## config.mk

```make
export PLATFORM = sky130hd
export DESIGN_NAME = cgr_regs
export DESIGN_NICKNAME = d
export VERILOG_FILES = /design/src/hw/cgr_pkg.sv /design/src/hw/cgr_regs.sv
export VERILOG_INCLUDE_DIRS = /design/src /design/src/hw
export SDC_FILE = /design/constraint.sdc
export NUM_CORES = 1
export LEC_CHECK = 0
export ABC_CLOCK_PERIOD_IN_PS = 3300
export BUFFER_PORTS_ARGS = -buffer_cell sky130_fd_sc_hd__buf_2
export CELL_PAD_IN_SITES_DETAIL_PLACEMENT = 1
export CELL_PAD_IN_SITES_GLOBAL_PLACEMENT = 1
export CORE_ASPECT_RATIO = 0.75
export CORE_UTILIZATION = 28
export DETAILED_ROUTE_END_ITERATION = 10
export HOLD_SLACK_MARGIN = 0.03
export PLACE_DENSITY = 0.51
export RECOVER_POWER = 25
export SLEW_MARGIN = 30
export SYNTH_ARGS = -nofsm -noshare
export SYNTH_HDL_FRONTEND = slang
export SYNTH_SLANG_ARGS = --single-unit
```

## constraint.sdc

```tcl
create_clock -name clk_sys -period 3.3 [get_ports clk_sys]
set_clock_uncertainty 0.15 [all_clocks]
set_input_delay 0.495 -clock clk_sys [delete_from_list [all_inputs] [get_ports clk_sys]]
set_output_delay 0.495 -clock clk_sys [all_outputs]
set_load 0.05 [all_outputs]
```

## src/hw/cgr_defs.svh

```systemverilog
`ifndef CGR_DEFS_SVH
`define CGR_DEFS_SVH

// serial address (7-bit, write D2 / read D3 on the wire)
`define CGR_SLAVE_ADDR      7'h69
// count byte returned at the head of every read: bytes 0..7
`define CGR_READ_COUNT      8'h08
`define CGR_NUM_STORED      3'h6

// byte indices
`define CGR_IDX_SPREAD      8'h00
`define CGR_IDX_MISC_EN     8'h01
`define CGR_IDX_GFX_REQB    8'h02
`define CGR_IDX_PCIE_EN     8'h03
`define CGR_IDX_REQ_AC      8'h04
`define CGR_IDX_VOLT_PCIE   8'h05
`define CGR_IDX_PART_ID     8'h06
`define CGR_IDX_REV_MAKER   8'h07

// reset values
`define CGR_RST_SPREAD      8'h00
`define CGR_RST_MISC_EN     8'hFF
`define CGR_RST_GFX_REQB    8'h30
`define CGR_RST_PCIE_EN     8'hFF
`define CGR_RST_REQ_AC      8'h00
`define CGR_RST_VOLT_PCIE   8'hA0

// writable bit masks; clear bits are reserved
`define CGR_WM_SPREAD       8'hFF
`define CGR_WM_MISC_EN      8'hFF
`define CGR_WM_GFX_REQB     8'h3A
`define CGR_WM_PCIE_EN      8'hF5
`define CGR_WM_REQ_AC       8'hE7
`define CGR_WM_VOLT_PCIE    8'hEF

// field positions
`define CGR_B0_ORIGIN       7
`define CGR_B0_GFX_SS       6
`define CGR_B0_PCIE_SS      5
`define CGR_B0_CPU_SS       4
`define CGR_B0_FS3          3
`define CGR_B2_GFX1         5
`define CGR_B2_GFX0         4
`define CGR_B2_REQB_P2      3
`define CGR_B2_REQB_P1      1
`define CGR_B4_REQA_P5      7
`define CGR_B4_REQA_P4      6
`define CGR_B4_REQA_P3      5
`define CGR_B4_REQC_G1      2
`define CGR_B4_REQC_G0      1
`define CGR_B4_REQC_P0      0

// bit counter marks
`define CGR_LAST_BIT        4'h7
`define CGR_BYTE_DONE       4'h8

`endif

```

## src/hw/cgr_pkg.sv

```systemverilog
package cgr_pkg;

    typedef enum logic [4:0] {
        ST_IDLE = 5'h01,
        ST_RX   = 5'h02,
        ST_ACK  = 5'h04,
        ST_TX   = 5'h08,
        ST_TACK = 5'h10
    } cgr_state_t;

    typedef enum logic [3:0] {
        ROLE_ADDR  = 4'h1,
        ROLE_INDEX = 4'h2,
        ROLE_COUNT = 4'h4,
        ROLE_DATA  = 4'h8
    } cgr_role_t;

    typedef struct packed {
        logic       usb_clock_one;
        logic       usb_clock_zero;
        logic       crystal_copy_two;
        logic       crystal_copy_one;
        logic       crystal_copy_zero;
        logic       link_clock_out;
        logic       processor_pair_one;
        logic       processor_pair_zero;
        logic       graphics_pair_one;
        logic       graphics_pair_zero;
        logic [5:0] pcie_ref_pair;
    } cgr_out_en_t;

    typedef struct packed {
        logic       freq_code_origin;
        logic       graphics_spread_on;
        logic       pcie_ref_spread_on;
        logic       processor_spread_on;
        logic [3:0] processor_freq_code;
        logic [3:0] active_freq_code;
        logic [2:0] output_voltage_code;
        logic [3:0] pcie_ref_freq_code;
    } cgr_cfg_t;

endpackage : cgr_pkg

```

## src/hw/cgr_regs.sv

```systemverilog
// Operation
// - byte0 bit7 picks pin or register codes
// - byte0 bits6-4 independent spread enables
// - byte0 cpu code, low bits from straps
// - byte1 eight output enables, reset one
// - byte2 graphics enables, reserved bits zero
// - byte2 maps second request to pcie1/2
// - byte3 pcie master enables override requests
// - byte4 maps first request to pcie3-5
// - byte4 maps third request to gfx, pcie0
// - byte5 voltage code resets to 101
// - byte5 pcie frequency code, reset zero
// - byte7 fixed revision and maker codes
// - block write: index, count, data bytes
// - block read: count then successive bytes
`timescale 1ns/10ps
`default_nettype none
`include "cgr_defs.svh"

module cgr_regs
    import cgr_pkg::*;
#(
    // identity values are arbitrary
    parameter logic [7:0] PART_ID    = 8'h5A,
    parameter logic [3:0] REV_CODE   = 4'h3,
    parameter logic [3:0] MAKER_CODE = 4'h7
)
(
    // clock and reset
    input  wire logic        clk_sys,
    input  wire logic        srst,
    // serial register port, open drain data
    input  wire logic        smb_clk,
    input  wire logic        smb_dat_in,
    output logic             smb_dat_out,
    output logic             smb_dat_oe,
    // frequency select straps and clock requests
    input  wire logic [2:0]  freq_strap,
    input  wire logic        clock_request_first_n,
    input  wire logic        clock_request_second_n,
    input  wire logic        clock_request_third_n,
    // steering outputs
    output cgr_out_en_t      out_en,
    output cgr_cfg_t         cfg
);

    ////////////////////////////////////////////////////////////////////////////
    // synchronisers

    logic [1:0]  scl_sync_q;
    logic [1:0]  sda_sync_q;
    logic        scl_prev_q;
    logic        sda_prev_q;
    logic [2:0]  req_m_q;
    logic [2:0]  req_s_q;
    logic [2:0]  strap_m_q;
    logic [2:0]  strap_s_q;

    // free-running so they are settled once reset has been held
    always_ff @(posedge clk_sys)
    begin
        scl_sync_q <= {scl_sync_q[0], smb_clk};
        sda_sync_q <= {sda_sync_q[0], smb_dat_in};
        scl_prev_q <= scl_sync_q[1];
        sda_prev_q <= sda_sync_q[1];
        req_m_q    <= {clock_request_third_n, clock_request_second_n, clock_request_first_n};
        req_s_q    <= req_m_q;
        strap_m_q  <= freq_strap;
        strap_s_q  <= strap_m_q;
    end

    logic scl;
    logic sda;
    logic scl_rise;
    logic scl_fall;
    logic bus_start;
    logic bus_stop;

    assign scl       = scl_sync_q[1];
    assign sda       = sda_sync_q[1];
    assign scl_rise  = scl & ~scl_prev_q;
    assign scl_fall  = ~scl & scl_prev_q;
    assign bus_start = scl & scl_prev_q & sda_prev_q & ~sda;
    assign bus_stop  = scl & scl_prev_q & ~sda_prev_q & sda;

    ////////////////////////////////////////////////////////////////////////////
    // register storage

    logic [7:0]  regs_q [0:5];
    logic        strap_done_q;
    logic [2:0]  strap_latch_q;

    function automatic logic [7:0] wmask(input logic [7:0] idx);
        logic [7:0] m;
        m = 8'h00;
        unique case (idx)
            `CGR_IDX_SPREAD:    m = `CGR_WM_SPREAD;
            `CGR_IDX_MISC_EN:   m = `CGR_WM_MISC_EN;
            `CGR_IDX_GFX_REQB:  m = `CGR_WM_GFX_REQB;
            `CGR_IDX_PCIE_EN:   m = `CGR_WM_PCIE_EN;
            `CGR_IDX_REQ_AC:    m = `CGR_WM_REQ_AC;
            `CGR_IDX_VOLT_PCIE: m = `CGR_WM_VOLT_PCIE;
            default:            m = 8'h00;
        endcase
        return m;
    endfunction : wmask

    function automatic logic [7:0] rst_val(input logic [7:0] idx);
        logic [7:0] v;
        v = 8'h00;
        unique case (idx)
            `CGR_IDX_SPREAD:    v = `CGR_RST_SPREAD;
            `CGR_IDX_MISC_EN:   v = `CGR_RST_MISC_EN;
            `CGR_IDX_GFX_REQB:  v = `CGR_RST_GFX_REQB;
            `CGR_IDX_PCIE_EN:   v = `CGR_RST_PCIE_EN;
            `CGR_IDX_REQ_AC:    v = `CGR_RST_REQ_AC;
            `CGR_IDX_VOLT_PCIE: v = `CGR_RST_VOLT_PCIE;
            default:            v = 8'h00;
        endcase
        return v;
    endfunction : rst_val

    logic        wr_hit;
    logic [7:0]  wr_data;
    logic [7:0]  idx_q;

    // reset values, straps caught after release
    always_ff @(posedge clk_sys)
    begin
        if (srst)
        begin
            for (int i = 0; i < 6; i++)
                regs_q[i] <= rst_val(8'(i));
            strap_done_q  <= 1'b0;
            strap_latch_q <= 3'h0;
        end
        else if (!strap_done_q)
        begin
            strap_done_q  <= 1'b1;
            strap_latch_q <= strap_s_q;
            regs_q[0]     <= {regs_q[0][7:3], strap_s_q};
        end
        else if (wr_hit && idx_q < {5'h00, `CGR_NUM_STORED})
        begin
            regs_q[idx_q[2:0]] <= (wr_data & wmask(idx_q)) | (rst_val(idx_q) & ~wmask(idx_q));
        end
    end

    ////////////////////////////////////////////////////////////////////////////
    // serial slave engine

    cgr_state_t  st_q;
    cgr_role_t   role_q;
    logic [3:0]  bit_cnt_q;
    logic [7:0]  sr_q;
    logic        oe_q;
    logic        rd_q;
    logic        match_q;
    logic        nack_q;
    logic [7:0]  rx_byte;
    logic [7:0]  tx_next;
    localparam logic [7:0] READ_COUNT = `CGR_READ_COUNT;

    assign rx_byte = {sr_q[6:0], sda};
    assign tx_next = (idx_q == `CGR_IDX_PART_ID)        ? PART_ID :
                     (idx_q == `CGR_IDX_REV_MAKER)      ? {REV_CODE, MAKER_CODE} :
                     (idx_q < {5'h00, `CGR_NUM_STORED}) ? regs_q[idx_q[2:0]] : 8'h00;
    // data bytes are stored whatever count the host announced
    assign wr_hit  = (st_q == ST_RX) && scl_rise && (bit_cnt_q == `CGR_LAST_BIT) && (role_q == ROLE_DATA);
    assign wr_data = rx_byte;

    always_ff @(posedge clk_sys)
    begin
        if (srst)
        begin
            st_q      <= ST_IDLE;
            role_q    <= ROLE_ADDR;
            bit_cnt_q <= 4'h0;
            sr_q      <= 8'h00;
            oe_q      <= 1'b0;
            rd_q      <= 1'b0;
            match_q   <= 1'b0;
            nack_q    <= 1'b0;
            idx_q     <= 8'h00;
        end
        else if (bus_stop)
        begin
            st_q <= ST_IDLE;
            oe_q <= 1'b0;
        end
        // repeated start keeps the index for the read that follows
        else if (bus_start)
        begin
            st_q      <= ST_RX;
            role_q    <= ROLE_ADDR;
            bit_cnt_q <= 4'h0;
            oe_q      <= 1'b0;
            rd_q      <= 1'b0;
        end
        else
        begin
            unique case (st_q)
                ST_IDLE: oe_q <= 1'b0;
                // address, index, count, data bytes in
                ST_RX:
                begin
                    if (scl_rise && bit_cnt_q < `CGR_BYTE_DONE)
                    begin
                        sr_q      <= rx_byte;
                        bit_cnt_q <= bit_cnt_q + 4'h1;
                        if (bit_cnt_q == `CGR_LAST_BIT)
                        begin
                            unique case (role_q)
                                ROLE_ADDR:
                                begin
                                    match_q <= (rx_byte[7:1] == `CGR_SLAVE_ADDR);
                                    rd_q    <= rx_byte[0];
                                end
                                ROLE_INDEX: idx_q <= rx_byte;
                                ROLE_COUNT: ;
                                ROLE_DATA:  idx_q <= idx_q + 8'h01;
                            endcase
                        end
                    end
                    else if (scl_fall && bit_cnt_q == `CGR_BYTE_DONE)
                    begin
                        bit_cnt_q <= 4'h0;
                        // foreign address: stay off the bus until the next start
                        if (role_q == ROLE_ADDR && !match_q)
                            st_q <= ST_IDLE;
                        else
                        begin
                            st_q <= ST_ACK;
                            oe_q <= 1'b1;
                        end
                    end
                end
                ST_ACK:
                begin
                    if (scl_fall)
                    begin
                        // read address answered with the count byte
                        if (rd_q)
                        begin
                            st_q <= ST_TX;
                            sr_q <= `CGR_READ_COUNT;
                            oe_q <= ~READ_COUNT[7];
                        end
                        else
                        begin
                            st_q <= ST_RX;
                            oe_q <= 1'b0;
                            unique case (role_q)
                                ROLE_ADDR:  role_q <= ROLE_INDEX;
                                ROLE_INDEX: role_q <= ROLE_COUNT;
                                ROLE_COUNT: role_q <= ROLE_DATA;
                                ROLE_DATA:  role_q <= ROLE_DATA;
                            endcase
                        end
                    end
                end
                ST_TX:
                begin
                    if (scl_fall)
                    begin
                        if (bit_cnt_q == `CGR_LAST_BIT)
                        begin
                            st_q      <= ST_TACK;
                            oe_q      <= 1'b0;
                            bit_cnt_q <= 4'h0;
                        end
                        else
                        begin
                            sr_q      <= {sr_q[6:0], 1'b0};
                            oe_q      <= ~sr_q[6];
                            bit_cnt_q <= bit_cnt_q + 4'h1;
                        end
                    end
                end
                ST_TACK:
                begin
                    if (scl_rise)
                        nack_q <= sda;
                    else if (scl_fall)
                    begin
                        if (nack_q)
                            st_q <= ST_IDLE;
                        else
                        begin
                            st_q  <= ST_TX;
                            sr_q  <= tx_next;
                            oe_q  <= ~tx_next[7];
                            idx_q <= idx_q + 8'h01;
                        end
                    end
                end
            endcase
        end
    end

    // open drain: only ever pulls low
    assign smb_dat_out = 1'b0;
    assign smb_dat_oe  = oe_q;

    ////////////////////////////////////////////////////////////////////////////
    // output steering

    logic [2:0]  req_on;
    logic [5:0]  pcie_map;
    logic [5:0]  pcie_req;

    assign req_on = ~req_s_q;

    // request bit per pcie pair, and whether that pair is mapped at all
    // request mapping per pair
    assign pcie_map = {regs_q[4][`CGR_B4_REQA_P5], regs_q[4][`CGR_B4_REQA_P4], regs_q[4][`CGR_B4_REQA_P3],
                       regs_q[2][`CGR_B2_REQB_P2], regs_q[2][`CGR_B2_REQB_P1], regs_q[4][`CGR_B4_REQC_P0]};
    assign pcie_req = {req_on[0], req_on[0], req_on[0], req_on[1], req_on[1], req_on[2]};

    always_ff @(posedge clk_sys)
    begin
        if (srst)
            out_en <= '0;
        else
        begin
            {out_en.usb_clock_one, out_en.usb_clock_zero, out_en.crystal_copy_two, out_en.crystal_copy_one,
             out_en.crystal_copy_zero, out_en.link_clock_out, out_en.processor_pair_one,
             out_en.processor_pair_zero} <= regs_q[1];
            // graphics pairs gated by third request
            out_en.graphics_pair_one  <= regs_q[2][`CGR_B2_GFX1] & (~regs_q[4][`CGR_B4_REQC_G1] | req_on[2]);
            out_en.graphics_pair_zero <= regs_q[2][`CGR_B2_GFX0] & (~regs_q[4][`CGR_B4_REQC_G0] | req_on[2]);
            out_en.pcie_ref_pair <= {regs_q[3][7:4], regs_q[3][2], regs_q[3][0]} & (~pcie_map | pcie_req);
        end
    end

    always_ff @(posedge clk_sys)
    begin
        if (srst)
            cfg <= '0;
        else
        begin
            cfg.freq_code_origin    <= regs_q[0][`CGR_B0_ORIGIN];
            cfg.graphics_spread_on  <= regs_q[0][`CGR_B0_GFX_SS];
            cfg.pcie_ref_spread_on  <= regs_q[0][`CGR_B0_PCIE_SS];
            cfg.processor_spread_on <= regs_q[0][`CGR_B0_CPU_SS];
            cfg.processor_freq_code <= regs_q[0][3:0];
            // source select for the live code
            cfg.active_freq_code    <= regs_q[0][`CGR_B0_ORIGIN] ? regs_q[0][3:0] : {1'b0, strap_latch_q};
            cfg.output_voltage_code <= regs_q[5][7:5];
            cfg.pcie_ref_freq_code  <= regs_q[5][3:0];
        end
    end

endmodule : cgr_regs

`default_nettype wire

```

======== Word level (Yosys, flattened, before mapping) ========
Memories as Yosys holds them, arrays and structs flattened. A register that Yosys moved wholly into a read port is not among the register bits.
Cells that the tools add are included.
word-level totals
  register bits after elaboration ......... 74
  RAM bits ................................ 48
  input bits .............................. 10
  output and inout port bits .............. 37
  logic and storage cells ................. 231
  memories ................................ 1
memories
  memory  depth  width  rd ports  clocked after memory_dff  wr ports  RTL line        RTL
  regs_q  6      8      7         3                         6         cgr_regs.sv:89  logic [7:0] regs_q [0:5];
operators by class
  add/subtract/negate cells ............... 2
  magnitude comparators ................... 2
  equal/unequal tests ..................... 42
  muxes and demuxes ....................... 87
  bitwise gates (word level) .............. 31
  reductions and logical operators ........ 36
operators with widths
  operator              count
  $mux W8               20
  $mux W7               8
  $mux W4               11
  $pmux W8 S5           1
  $mux W5               7
  $eq A8 B3 Y1 const B  4
  $pmux W8 S2           2
  $pmux W7 S4           1
  $mux W1               26
  $pmux W8 S3           1
  $reduce_and A8 Y1     3
  $ne A2 B2 Y1 const B  11
  $pmux W5 S4           1
  $ne A3 B3 Y1 const B  6
  $and A8 B8 Y8         2
  $eq A8 B2 Y1 const B  2
  $mux W3               5
  $reduce_bool A2 Y1    7
  $pmux W4 S3           1
  $reduce_and A4 Y1     3
  $not A1 Y1            11
  $reduce_and A11 Y1    1
  $reduce_or A2 Y1      5
  $and A1 B1 Y1         9
  other kinds (40)      52

======== Depth between registers and ports, before layout ========
Gate-level depths: netlist of the first run.
  word-level depth ........................ 13
  depth in mapped cells ................... 8

======== Worst setup path after synthesis of the first run ========
Ideal clock, no wire load.
  path type ............................... reg2reg
  start point ............................. reg bit_cnt_q[0]
  end point ............................... mem regs_q[1][0], enable pin
  library setup time ...................... 0.329 ns
  arrival ................................. 2.144 ns
  setup slack ............................. 0.676 ns
  cell stages (with the launch flop) ...... 8
  path buffers ............................ 1
  period minus slack after synthesis ...... 2.624 ns
  cell sequence ........................... dfxtp_1 ha_1 and3b_1 nand4_2 or4_4 buf_6 nor4_4 or2_1
RTL lines
  item                      RTL line         RTL
  start: declaration        cgr_regs.sv:154  logic [3:0] bit_cnt_q;
  start signal: assignment  cgr_regs.sv:210  bit_cnt_q <= bit_cnt_q + 4'h1;
  start signal: assignment  cgr_regs.sv:276  bit_cnt_q <= bit_cnt_q + 4'h1;
  end: declaration          cgr_regs.sv:89

==> metrics.cfg, run 1 <==
[floorplan]
core_region_area_um2=24000
die-area_um2=25300
die_h_um=138
die_x_um=183
start_util_pct=28.7
io_pins=47
rows=49

[clock_network]
clkLatencyLatePin_ns=0.44
cts_buffers=17
root_buffer=clkbuf_16
cts_max_level=4
cts_max_path_buffers=2
cts_tree=built
cts_resized=0
clock_sinks=156
clk_transition_reported_paths_ns=0.07

[critical_path]
worstSetupStartpointType=register
crit_path_end_kind=register
cp.arrival_ns=3.17
crit_chain=nor2b_1, nand4_2, nor4b_1, a21oi_1, nor2_1
path_depth=5
cp_slowest_cell=nor4b_1
crit_fanout=11
path_class=register to register
crit_family=simple AND/OR/NAND/NOR gates
critical_path.max_stage_delay_ns=0.81
crit_required_ns=3.43
worstRegToRegCells=5
critPathBufInv=0

[placed_design]
hpwl_mm=15.5
io_buffer_count=45
gp_congestion=0.821

[yosys]
netlist.area_leader.share_pct=27.9
postSynthCellCount=624
synth_edf_count=64
synth_seq_area_share_pct=54.6
yosys_warnings=0
synthTopCellsByArea=edfxtp_1 28%, dfxtp_1 27%, mux4_2 4.6%
yosysTopAreaCell=edfxtp_1
synth_seq_cells=156
netlist_area_um2=6890
syn_area_per_cell_um2=11.0
synthDistinctLibCells=80
synth_ff_type=dfxtp_1
synthArstFlopShare_pct=0

[layout]
n_fill_cell=2685
register_area_um2=3760
nets=711
areaGrowthSynthToFinish_pct=18.7
multi_input_area_um2=2900
diodes=0
final_util_pct=34.0
layout-drive-gt1-share_pct=18.4

[sta]
period_needed_ns=3.05
fmax_ghz=0.328
hold_viol=0
slew_violations=0
slew-limit-headroom_pct=21.0
tightest_slew_ns=1.18
tns_ns=0
rsz0062_at_grt=no
setup_violations=0
final.period_utilization_pct=92.3

[grt]
grtUsageTotal_pct=17.7
grt_pass1_wl_mm=32.5
grt_max_degree=49
grt_pass1_vias=5333
antenna_found_initial=0
grt.overflow.total=0

[route]
drc=0
drt_pre_antenna_iters=5
vias_per_cell=5.06
drtAntennaViolNets=0
wl_per_cell_um=20.4
drt-total-wl_mm=21.2
vias=5253
drtIter0Drc=489

[pwr]
p_per_area_nw_per_um2=523
leakage_uw=0.00298
ir_worst_vdd_mv=0.351

[outcome]
outcome=complete, no violations

[run]
drv_cap=0

[min_path]
hold_class=register to register
whs_path_depth=0

-- final timing paths --
check | startpoint | endpoint | slack, ns
setup / recovery | st_q[1]$_SDFFE_PP0P_ | regs_q[4][2]$_SDFFCE_PN0P_ | 0.25
hold / removal | req_m_q[1]$_DFF_P_ | req_s_q[1]$_DFF_P_ | 0.18
setup reg to reg | st_q[1]$_SDFFE_PP0P_ | regs_q[4][2]$_SDFFCE_PN0P_ | 0.25
hold reg to reg | req_m_q[1]$_DFF_P_ | req_s_q[1]$_DFF_P_ | 0.18
-- cell families (layout without fill, tap and decap cells) --
family / count (synthesis) / after routing / synth area share, %
simple gates: 247 / 247 / 20.3
buf+inv: 64 / 131 / 4.38
xor+xnor: 4 / 4 / 0.508
mux: 31 / 31 / 7.10
compound gates: 115 / 115 / 11.9
fa+ha+maj: 6 / 6 / 1.09
other cells: 1 / 18 / 0.0544
flops: 156 / 156 / 54.6
-- layout by cell type (no fill, tap or decap), types with 8 or more instances in the layout --
cell / Yosys / layout
a21oi_1: 23 / 23
and3_1: 13 / 13
buf_2: 10 / 41
buf_4: 3 / 20
clkbuf_16: 0 / 17
conb_1: 1 / 18
dfxtp_1: 92 / 92
dlygate4sd3_1: 0 / 8
edfxtp_1: 64 / 64
inv_1: 24 / 24
mux2i_1: 14 / 14
mux4_2: 14 / 14
nand2_1: 49 / 49
nand2b_1: 10 / 10
nand3_1: 15 / 15
nor2_1: 46 / 46
nor2b_1: 34 / 34
nor3_1: 22 / 22
o21ai_0: 13 / 13
-- power by group --
group          switching (uW)  internal [uW]  total (uW)  leakage [uW]
Sequential               55.1           2090        2140       0.00139
Combinational             193           79.3         272       0.00133
Clock                     818           1040        1860      0.000255
-- Yosys cell counts (all sizes together) (3+ instances only) --
library cell / number
a211oi: 7
a21oi: 23
a221oi: 3
a22oi: 6
a2bb2oi: 4
a31oi: 8
a32oi: 3
and3: 14
buf: 20
clkbuf: 19
dfxtp: 92
edfxtp: 64
ha: 6
inv: 24
mux2: 3
mux2i: 14
mux4: 14
nand2: 50
nand2b: 11
nand3: 15
nand3b: 4
nand4: 7
nor2: 46
nor2b: 34
nor3: 25
nor4: 8
o211ai: 5
o21a: 3
o21ai: 13
o22ai: 3
o311ai: 7
o31ai: 7
or2: 4
or3: 6
or4: 7
xnor2: 3
-- registers in the layout, summed over array words and instances, names as in the netlist, 3 cells and up, named ones only --
signal         flops
regs_q            64
cfg               19
out_en            16
idx_q              8
sr_q               7
st_q               5
bit_cnt_q          4
role_q             4
req_m_q            3
req_s_q            3
strap_latch_q      3
strap_m_q          3
strap_s_q          3
-- layout make-up --
type / count / share of cell area (%)
Clock buffer: 20 / 5.34
Clock inverter: 12 / 1.42
Inverter: 25 / 1.15
Multi-Input combinational cell: 421 / 35.4
Sequential cell: 156 / 46.0
Tap cell: 331 / 5.06
Timing Repair Buffer: 74 / 5.57
-- through the flow --
stage | power, uW | cell area [um^2] | hold slack, ns | cells | setup slack (ns)
after floorplan | 2350 | 6960 | 0.160 | 641 | 0.676
after global placement | 2450 | 7540 | 0.162 | 999 | 0.394
after detailed placement | 2450 | 7550 | 0.163 | 999 | 0.312
after CTS | 4340 | 8190 | 0.179 | 1039 | 0.295
after global routing | 4440 | 8180 | 0.189 | 1039 | 0.0981
final | 4280 | 8180 | 0.177 | 1039 | 0.253
-- timing repair --
item | 4_1_cts | 5_1_grt
hold endpoints to repair | 8 | 0
setup buffers | 0 | 0
hold buffers | 8 | 0
-- metal layers --
| metal | GRT usage (%) | share of wire (%) | vias to the layer above |
|---|---|---|---|
| met1 | 26.6 | 53 | 2676 |
| li1 | - | - | 2440 |
| met2 | 24.4 | 41 | 123 |
| met3 | 4.75 | 5.3 | 14 |
| met5 | 0 | 0 | - |
| met4 | 5.05 | 1.0 | 0 |
(Power assumes the default switching activity.)
==> run 2, diff against run 1 <==
ABC_AREA = 1   (was unset)
PLACE_DENSITY = 0.53   (was 0.51)
==> metrics.cfg, run 2 <==
[yosys]
netlist.area_leader.share_pct=28.0  ; +0.15 points
synth_common_cells=208 x nand2_1, 127 x nor2_1, 92 x dfxtp_1
synthTopCellsByArea=edfxtp_1 28%, dfxtp_1 27%, nand2_1 11%
synthSimpleGateAreaFrac_pct=27.9  ; +7.6 points
yosys_warnings=0  ; unchanged
postSynthCellCount=828  ; +33%
synthDistinctLibCells=42  ; -48%
synth-xor-area-share_pct=0.256  ; -0.25 points
synth-adder-area-share_pct=1.10  ; +0.0060 points
netlist_area_um2=6850  ; -0.54%
synth_seq_area_share_pct=54.9  ; +0.30 points
yosysMostFrequentCell=nand2_1
synth_top_family_by_area=simple AND/OR/NAND/NOR gates
synth_ff_type=dfxtp_1
synthArstFlopShare_pct=0  ; unchanged
yosysTopAreaCell=edfxtp_1
syn_area_per_cell_um2=8.28  ; -25%
synth_seq_cells=156  ; unchanged
synth_edf_count=64  ; unchanged
synth_compound_area_share_pct=8.71  ; -3.2 points
synth_mux_area_share_pct=0  ; -7.1 points

[critical_path]
crit_required_ns=3.25  ; -0.18 ns
crit_fanout=8  ; -3
cp.arrival_ns=2.47  ; -0.70 ns
worstSetupStartpointType=register
path_class=register to register
worstRegToRegCells=11  ; +6
crit_path_end_kind=register

[sta]
rsz0062_at_grt=no
setup_violations=0  ; unchanged
fmax_ghz=0.398  ; +21%
whs_ns=0.177  ; +0.000781 ns
period_needed_ns=2.51  ; -0.532 ns
slew_violations=0  ; unchanged
tns_ns=0  ; unchanged
tightest_slew_ns=1.23  ; +0.0466 ns
hold_viol=0  ; unchanged
slew-limit-headroom_pct=17.9  ; -3.1 points
final.period_utilization_pct=76.2  ; -16 points

[min_path]
hold_class=register to register
whs_path_depth=0  ; unchanged

[route]
drc=0  ; unchanged
drt_pre_antenna_iters=5  ; unchanged
wl_per_cell_um=17.0  ; -17%
vias_per_cell=4.50  ; -11%
vias=5629  ; +7.2%
drtAntennaViolNets=0  ; unchanged
drt-total-wl_mm=21.2  ; +0.15%
drtIter0Drc=270  ; -45%

[grt]
grt_pass1_vias=5521  ; +3.5%
met1_usage_pct=27.3  ; +0.72 points
grt_max_degree=44  ; -10%
grtUsageTotal_pct=17.9  ; +0.22 points
met3_usage_pct=4.47  ; -0.29 points
antenna_found_initial=0  ; unchanged
grt.overflow.total=0  ; unchanged
grt_use_met2_pct=24.5  ; +0.093 points
grt_pass1_wl_mm=32.9  ; +1.3%
busiest_layer=met1

[layout]
final_cell_mix=208 x nand2_1, 127 x nor2_1, 92 x dfxtp_1, 86 x inv_1, 64 x edfxtp_1
layout-drive-gt1-share_pct=13.7  ; -4.7 points
nets=922  ; +30%
top_register=regs_q
final_util_pct=34.3  ; +0.24 points
largest_reg_flops=64  ; unchanged
n_fill_cell=2872  ; +7.0%
mostFrequentLayoutCell=nand2_1
diodes=0  ; unchanged
fin_cells=1250  ; +20%
biggestRegsByFlops=regs_q (64), cfg (19), out_en (16)
areaGrowthSynthToFinish_pct=19.8
final_area_um2=8210  ; +0.44%

[pwr]
p_sw_uw=1130  ; +5.7%
swShare_pct=25.5  ; +0.57 points
p_per_area_nw_per_um2=538  ; +2.9%
p_comb_share_pct=6.5  ; about the same
sequentialPowerShare_pct=48.0  ; -2.1 points
ir_worst_vdd_mv=0.348  ; -0.98%
p_clk_share_pct=45.6  ; +2.1 points
p_int_uw=3290  ; +2.6%
leakage_uw=0.00354  ; +19%

[placed_design]
io_buffer_count=45  ; unchanged
place_area_um2=7540  ; -0.17%
gp_congestion=0.791  ; -3.6%
placed_cells=1210  ; +21%
hpwl_mm=16.0  ; +2.9%

[floorplan]
rows=49  ; unchanged
io_pins=47  ; unchanged
core_region_area_um2=24000  ; -0.26%
die-area_um2=25100  ; -0.54%
die_x_um=183  ; -0.27%
die_h_um=137  ; -0.27%
start_util_pct=28.6  ; -0.083 points

[clock_network]
clock_sinks=156  ; unchanged
cts_buffers=17  ; unchanged
cts_max_level=4  ; unchanged
cts_tree=built
cts_max_path_buffers=2  ; unchanged
clkLatencyLatePin_ns=0.44  ; about the same
clk_transition_reported_paths_ns=0.07  ; about the same
root_buffer=clkbuf_16
post_cts_buffers=0  ; unchanged

[outcome]
outcome=complete, no violations

[run]
drv_cap=0  ; unchanged

==> run 2: cell types whose count changed after synthesis, sizes merged, moves of 21 or more <==
cell,change
nor2,+92
inv,+73
nand2,+164
nand3,+43
nor2b,-34
o21ai,+39
nor3,-21
==> run 2: power groups by stage <==
| stage | clock, uW | combinational [uW] | sequential, uW |
|---|---|---|---|
| after floorplan | 0 | 116 | 2230 |
| after global placement | 0 | 280 | 2160 |
| after detailed placement | 0 | 281 | 2160 |
| after CTS | 2090 | 289 | 2120 |
| after global routing | 2160 | 312 | 2130 |
| final | 2010 | 285 | 2120 |
==> run 2: worst paths after layout <==
check,startpoint,endpoint,slack (ns)
setup / recovery,bit_cnt_q[0]$_SDFFE_PP0P_,regs_q[2][5]$_SDFFCE_PN1P_,0.79
hold / removal,req_m_q[0]$_DFF_P_,req_s_q[0]$_DFF_P_,0.18
setup reg to reg,bit_cnt_q[0]$_SDFFE_PP0P_,regs_q[2][5]$_SDFFCE_PN1P_,0.79
hold reg to reg,req_m_q[0]$_DFF_P_,req_s_q[0]$_DFF_P_,0.18
==> run 2: timing repair <==
action                                  4_1_cts  5_1_grt
hold buffers                                  8        0
endpoints found under the hold margin         8        0
gates resized for setup                       0        0
endpoints found under the setup margin        0        0
==> run 2: stage by stage <==
stage                     setup WS, ns  power, uW
final                            0.785       4420
after global routing             0.578       4600
after CTS                        0.804       4500
after detailed placement         0.803       2440
after global placement           0.817       2440
after floorplan                  0.743       2350
==> run 2: area by class of cell <==
| type | instances | area [um^2] | area share (%) |
|---|---|---|---|
| Clock buffer | 19 | 475 | 5.79 |
| Clock inverter | 13 | 126 | 1.54 |
| Sequential cell | 156 | 3760 | 45.8 |
| Inverter | 98 | 370 | 4.51 |
| Timing Repair Buffer | 66 | 395 | 4.81 |
| Multi-Input combinational cell | 567 | 2670 | 32.5 |
| Tap cell | 331 | 414 | 5.04 |
==> run 2: routing by layer <==
layer | vias to the layer above | part of all wire [%]
li1 | 2822 | -
met1 | 2685 | 56
met2 | 112 | 39
met3 | 10 | 4.8
met4 | 0 | 0.81
met5 | - | 0
==> run 2: worst max-delay path, cell delays in order, from the launching register on <==
cell and delay (ns):
dfxtp_1 0.38, ha_1 0.21, nand2_1 0.10, inv_1 0.08
nand3_1 0.07, nor2_1 0.22, nand3_4 0.18, inv_4 0.14
nand2_2 0.07, nand2_2 0.12, nand2_2 0.14, nand2_1 0.32
==> run 2: kinds of logic (layout without fill, tap and decap cells) <==
group	Yosys count	in the layout
other cells	1	18
compound gates	107	107
fa+ha+maj	6	6
flops	156	156
simple gates	434	434
buf+inv	122	196
xor+xnor	2	2
==> run 3, diff against run 2 <==
ABC_AREA = 0   (was 1)
ABC_CLOCK_PERIOD_IN_PS = 2500   (was 3300)
PLACE_DENSITY = 0.51   (was 0.53)
clock period = 2.5 ns   (was 3.3 ns; I/O delays follow)
==> metrics.cfg, run 3 (synthesis gave the netlist of run 1 again) <==
[floorplan]
io_pins=47  ; unchanged
core_region_area_um2=24000  ; +0.26%
die-area_um2=25300  ; +0.54%
rows=49  ; unchanged
die_h_um=138  ; +0.27%
start_util_pct=28.7  ; +0.083 points
die_x_um=183  ; +0.27%

[clock_network]
cts_max_path_buffers=2  ; unchanged
clk_transition_reported_paths_ns=0.07  ; about the same
cts_buffers=17  ; unchanged
cts_tree=built
cts_max_level=4  ; unchanged
root_buffer=clkbuf_16
clkLatencyLatePin_ns=0.44  ; about the same
clock_sinks=156  ; unchanged

[route]
wl_per_cell_um=19.8  ; +17%
drt_pre_antenna_iters=4  ; -1
drt-total-wl_mm=21.5  ; +1.6%
drtAntennaViolNets=0  ; unchanged
drc=0  ; unchanged
vias=5446  ; -3.3%
drtIter0Drc=384  ; +42%
vias_per_cell=5.01  ; +11%

[layout]
diodes=0  ; unchanged
final_cell_mix=89 x dfxtp_1, 64 x edfxtp_1, 63 x buf_4, 47 x nand2_1, 46 x nor2_1
top_register=regs_q
n_fill_cell=2669  ; -7.1%
mostFrequentLayoutCell=dfxtp_1
nets=759  ; -18%
largest_reg_flops=64  ; unchanged
fin_cells=1087  ; -13%
layout-drive-gt1-share_pct=25.8  ; +12 points
areaGrowthSynthToFinish_pct=26.1
final_area_um2=8690  ; +5.8%
biggestRegsByFlops=regs_q (64), cfg (19), out_en (16)

[critical_path]
startpoint=bit_cnt_q[1]$_SDFFE_PP0P_
r2r_start=bit_cnt_q[1]$_SDFFE_PP0P_
path_depth=6  ; -5
crit_path_end_kind=register
crit_chain=ha_4, and3b_2, nand4_4, or4_4, nor4_4, or2_4
crit_required_ns=2.49  ; -0.76 ns
crit_path_end=regs_q[1][5]$_SDFFCE_PN1P_
critPathBufInv=0  ; -2
worstSetupStartpointType=register
crit_fanout=8  ; unchanged
cp.arrival_ns=2.42  ; -0.05 ns
crit_family=simple AND/OR/NAND/NOR gates
r2r_end=regs_q[1][5]$_SDFFCE_PN1P_
rrSetupSlack_ns=0.07  ; -0.72 ns
cp_slowest_cell=or4_4
path_class=register to register
worstRegToRegCells=6  ; -5
critical_path.max_stage_delay_ns=0.64  ; +0.26 ns

[run]
drv_cap=0  ; unchanged

[placed_design]
io_buffer_count=45  ; unchanged
hpwl_mm=16.0  ; +0.30%
gp_congestion=0.854  ; +7.9%
placed_cells=1042  ; -14%
place_area_um2=7920  ; +5.1%
dp_slack_ns=0.0468  ; -0.756 ns

[sta]
slew_violations=0  ; unchanged
period_needed_ns=2.43  ; -0.0838 ns
tightest_slew_ns=0.935  ; -0.296 ns
fmax_ghz=0.411  ; +3.4%
final.period_utilization_pct=97.2  ; +21 points
tns_ns=0  ; unchanged
setup_violations=0  ; unchanged
layout_setup_ws_ns=0.0688  ; -0.716 ns
rsz0062_at_grt=yes
whs_ns=0.179  ; +0.00207 ns
slew-limit-headroom_pct=37.6  ; +20 points
hold_viol=0  ; unchanged

[grt]
grt_pass1_vias=5368  ; -2.8%
grt_max_degree=42  ; -4.5%
grt.overflow.total=0  ; unchanged
grt_pass1_wl_mm=32.7  ; -0.40%
antenna_found_initial=0  ; unchanged
grtUsageTotal_pct=17.6  ; -0.30 points

[pwr]
p_per_area_nw_per_um2=682  ; +27%
leakage_uw=0.00328  ; -7.3%
ir_worst_vdd_mv=0.469  ; +35%

[min_path]
hold_class=register to register
hold_start=strap_m_q[0]$_DFF_P_

[outcome]
outcome=complete, no violations

run 3: cell types whose count changed in the layout (fill, tap and decap cells not counted), moves of 17 or more:
cell     previous run  this run
buf_4              12        63
nand3_1            53        15
inv_1              86        24
nor2b_1             0        34
nor2_1            127        46
nand2_1           208        47
o21ai_0            46        13
nor3_1              4        21
run 3: worst min path at each step:
| stage | endpoint | slack, ns | cells after the start |
|---|---|---|---|
| finish | strap_s_q[0]$_DFF_P_ | 0.18 | 0 |
| global route | strap_s_q[0]$_DFF_P_ | 0.19 | 0 |
| CTS | strap_s_q[0]$_DFF_P_ | 0.18 | 0 |
| detailed placement | strap_s_q[0]$_DFF_P_ | 0.16 | 0 |
| global placement | strap_s_q[0]$_DFF_P_ | 0.16 | 0 |
| floorplan | req_s_q[0]$_DFF_P_ | 0.16 | 0 |
run 3: metal layers:
layer | track usage [%] | vias to the layer above | wire length (um)
li1 | - | 2538 | -
met1 | 26.3 | 2735 | 11200
met2 | 24.9 | 152 | 8950
met3 | 3.81 | 21 | 1060
met4 | 5.74 | 0 | 273
met5 | 0 | - | 0
run 3: area by class of cell:
class | count | area [um^2] | share of cell area, %
clock buffers | 18 | 429 | 4.94
clock inverters | 14 | 178 | 2.04
inverters | 25 | 95.1 | 1.09
multi-input cells | 421 | 2950 | 33.9
flip-flops and latches | 156 | 3770 | 43.4
well taps | 331 | 414 | 4.77
repair buffers | 122 | 857 | 9.86
run 3: where the power goes:
group / switching [uW] / leakage (uW) / internal [uW]
Combinational: 269 / 0.00159 / 125
Clock: 1200 / 0.000292 / 1520
Sequential: 63.5 / 0.00139 / 2750
Total: 1530 / 0.00328 / 4390
run 3: metrics by stage:
stage | power [uW] | util (%)
6_report | 5920 | 36.2
5_1_grt | 6140 | 36.2
2_1_floorplan | 3100 | -
4_1_cts | 6010 | 35.8
3_3_place_gp | 3250 | 33.0
3_5_place_dp | 3260 | 33.0
run 3: timing repair:
item / CTS / global route
hold buffers: 8 / 0
endpoints found under the setup margin: 0 / 59
endpoints found under the hold margin: 8 / 0
gates resized for setup: 0 / 12
setup buffers: 0 / 5
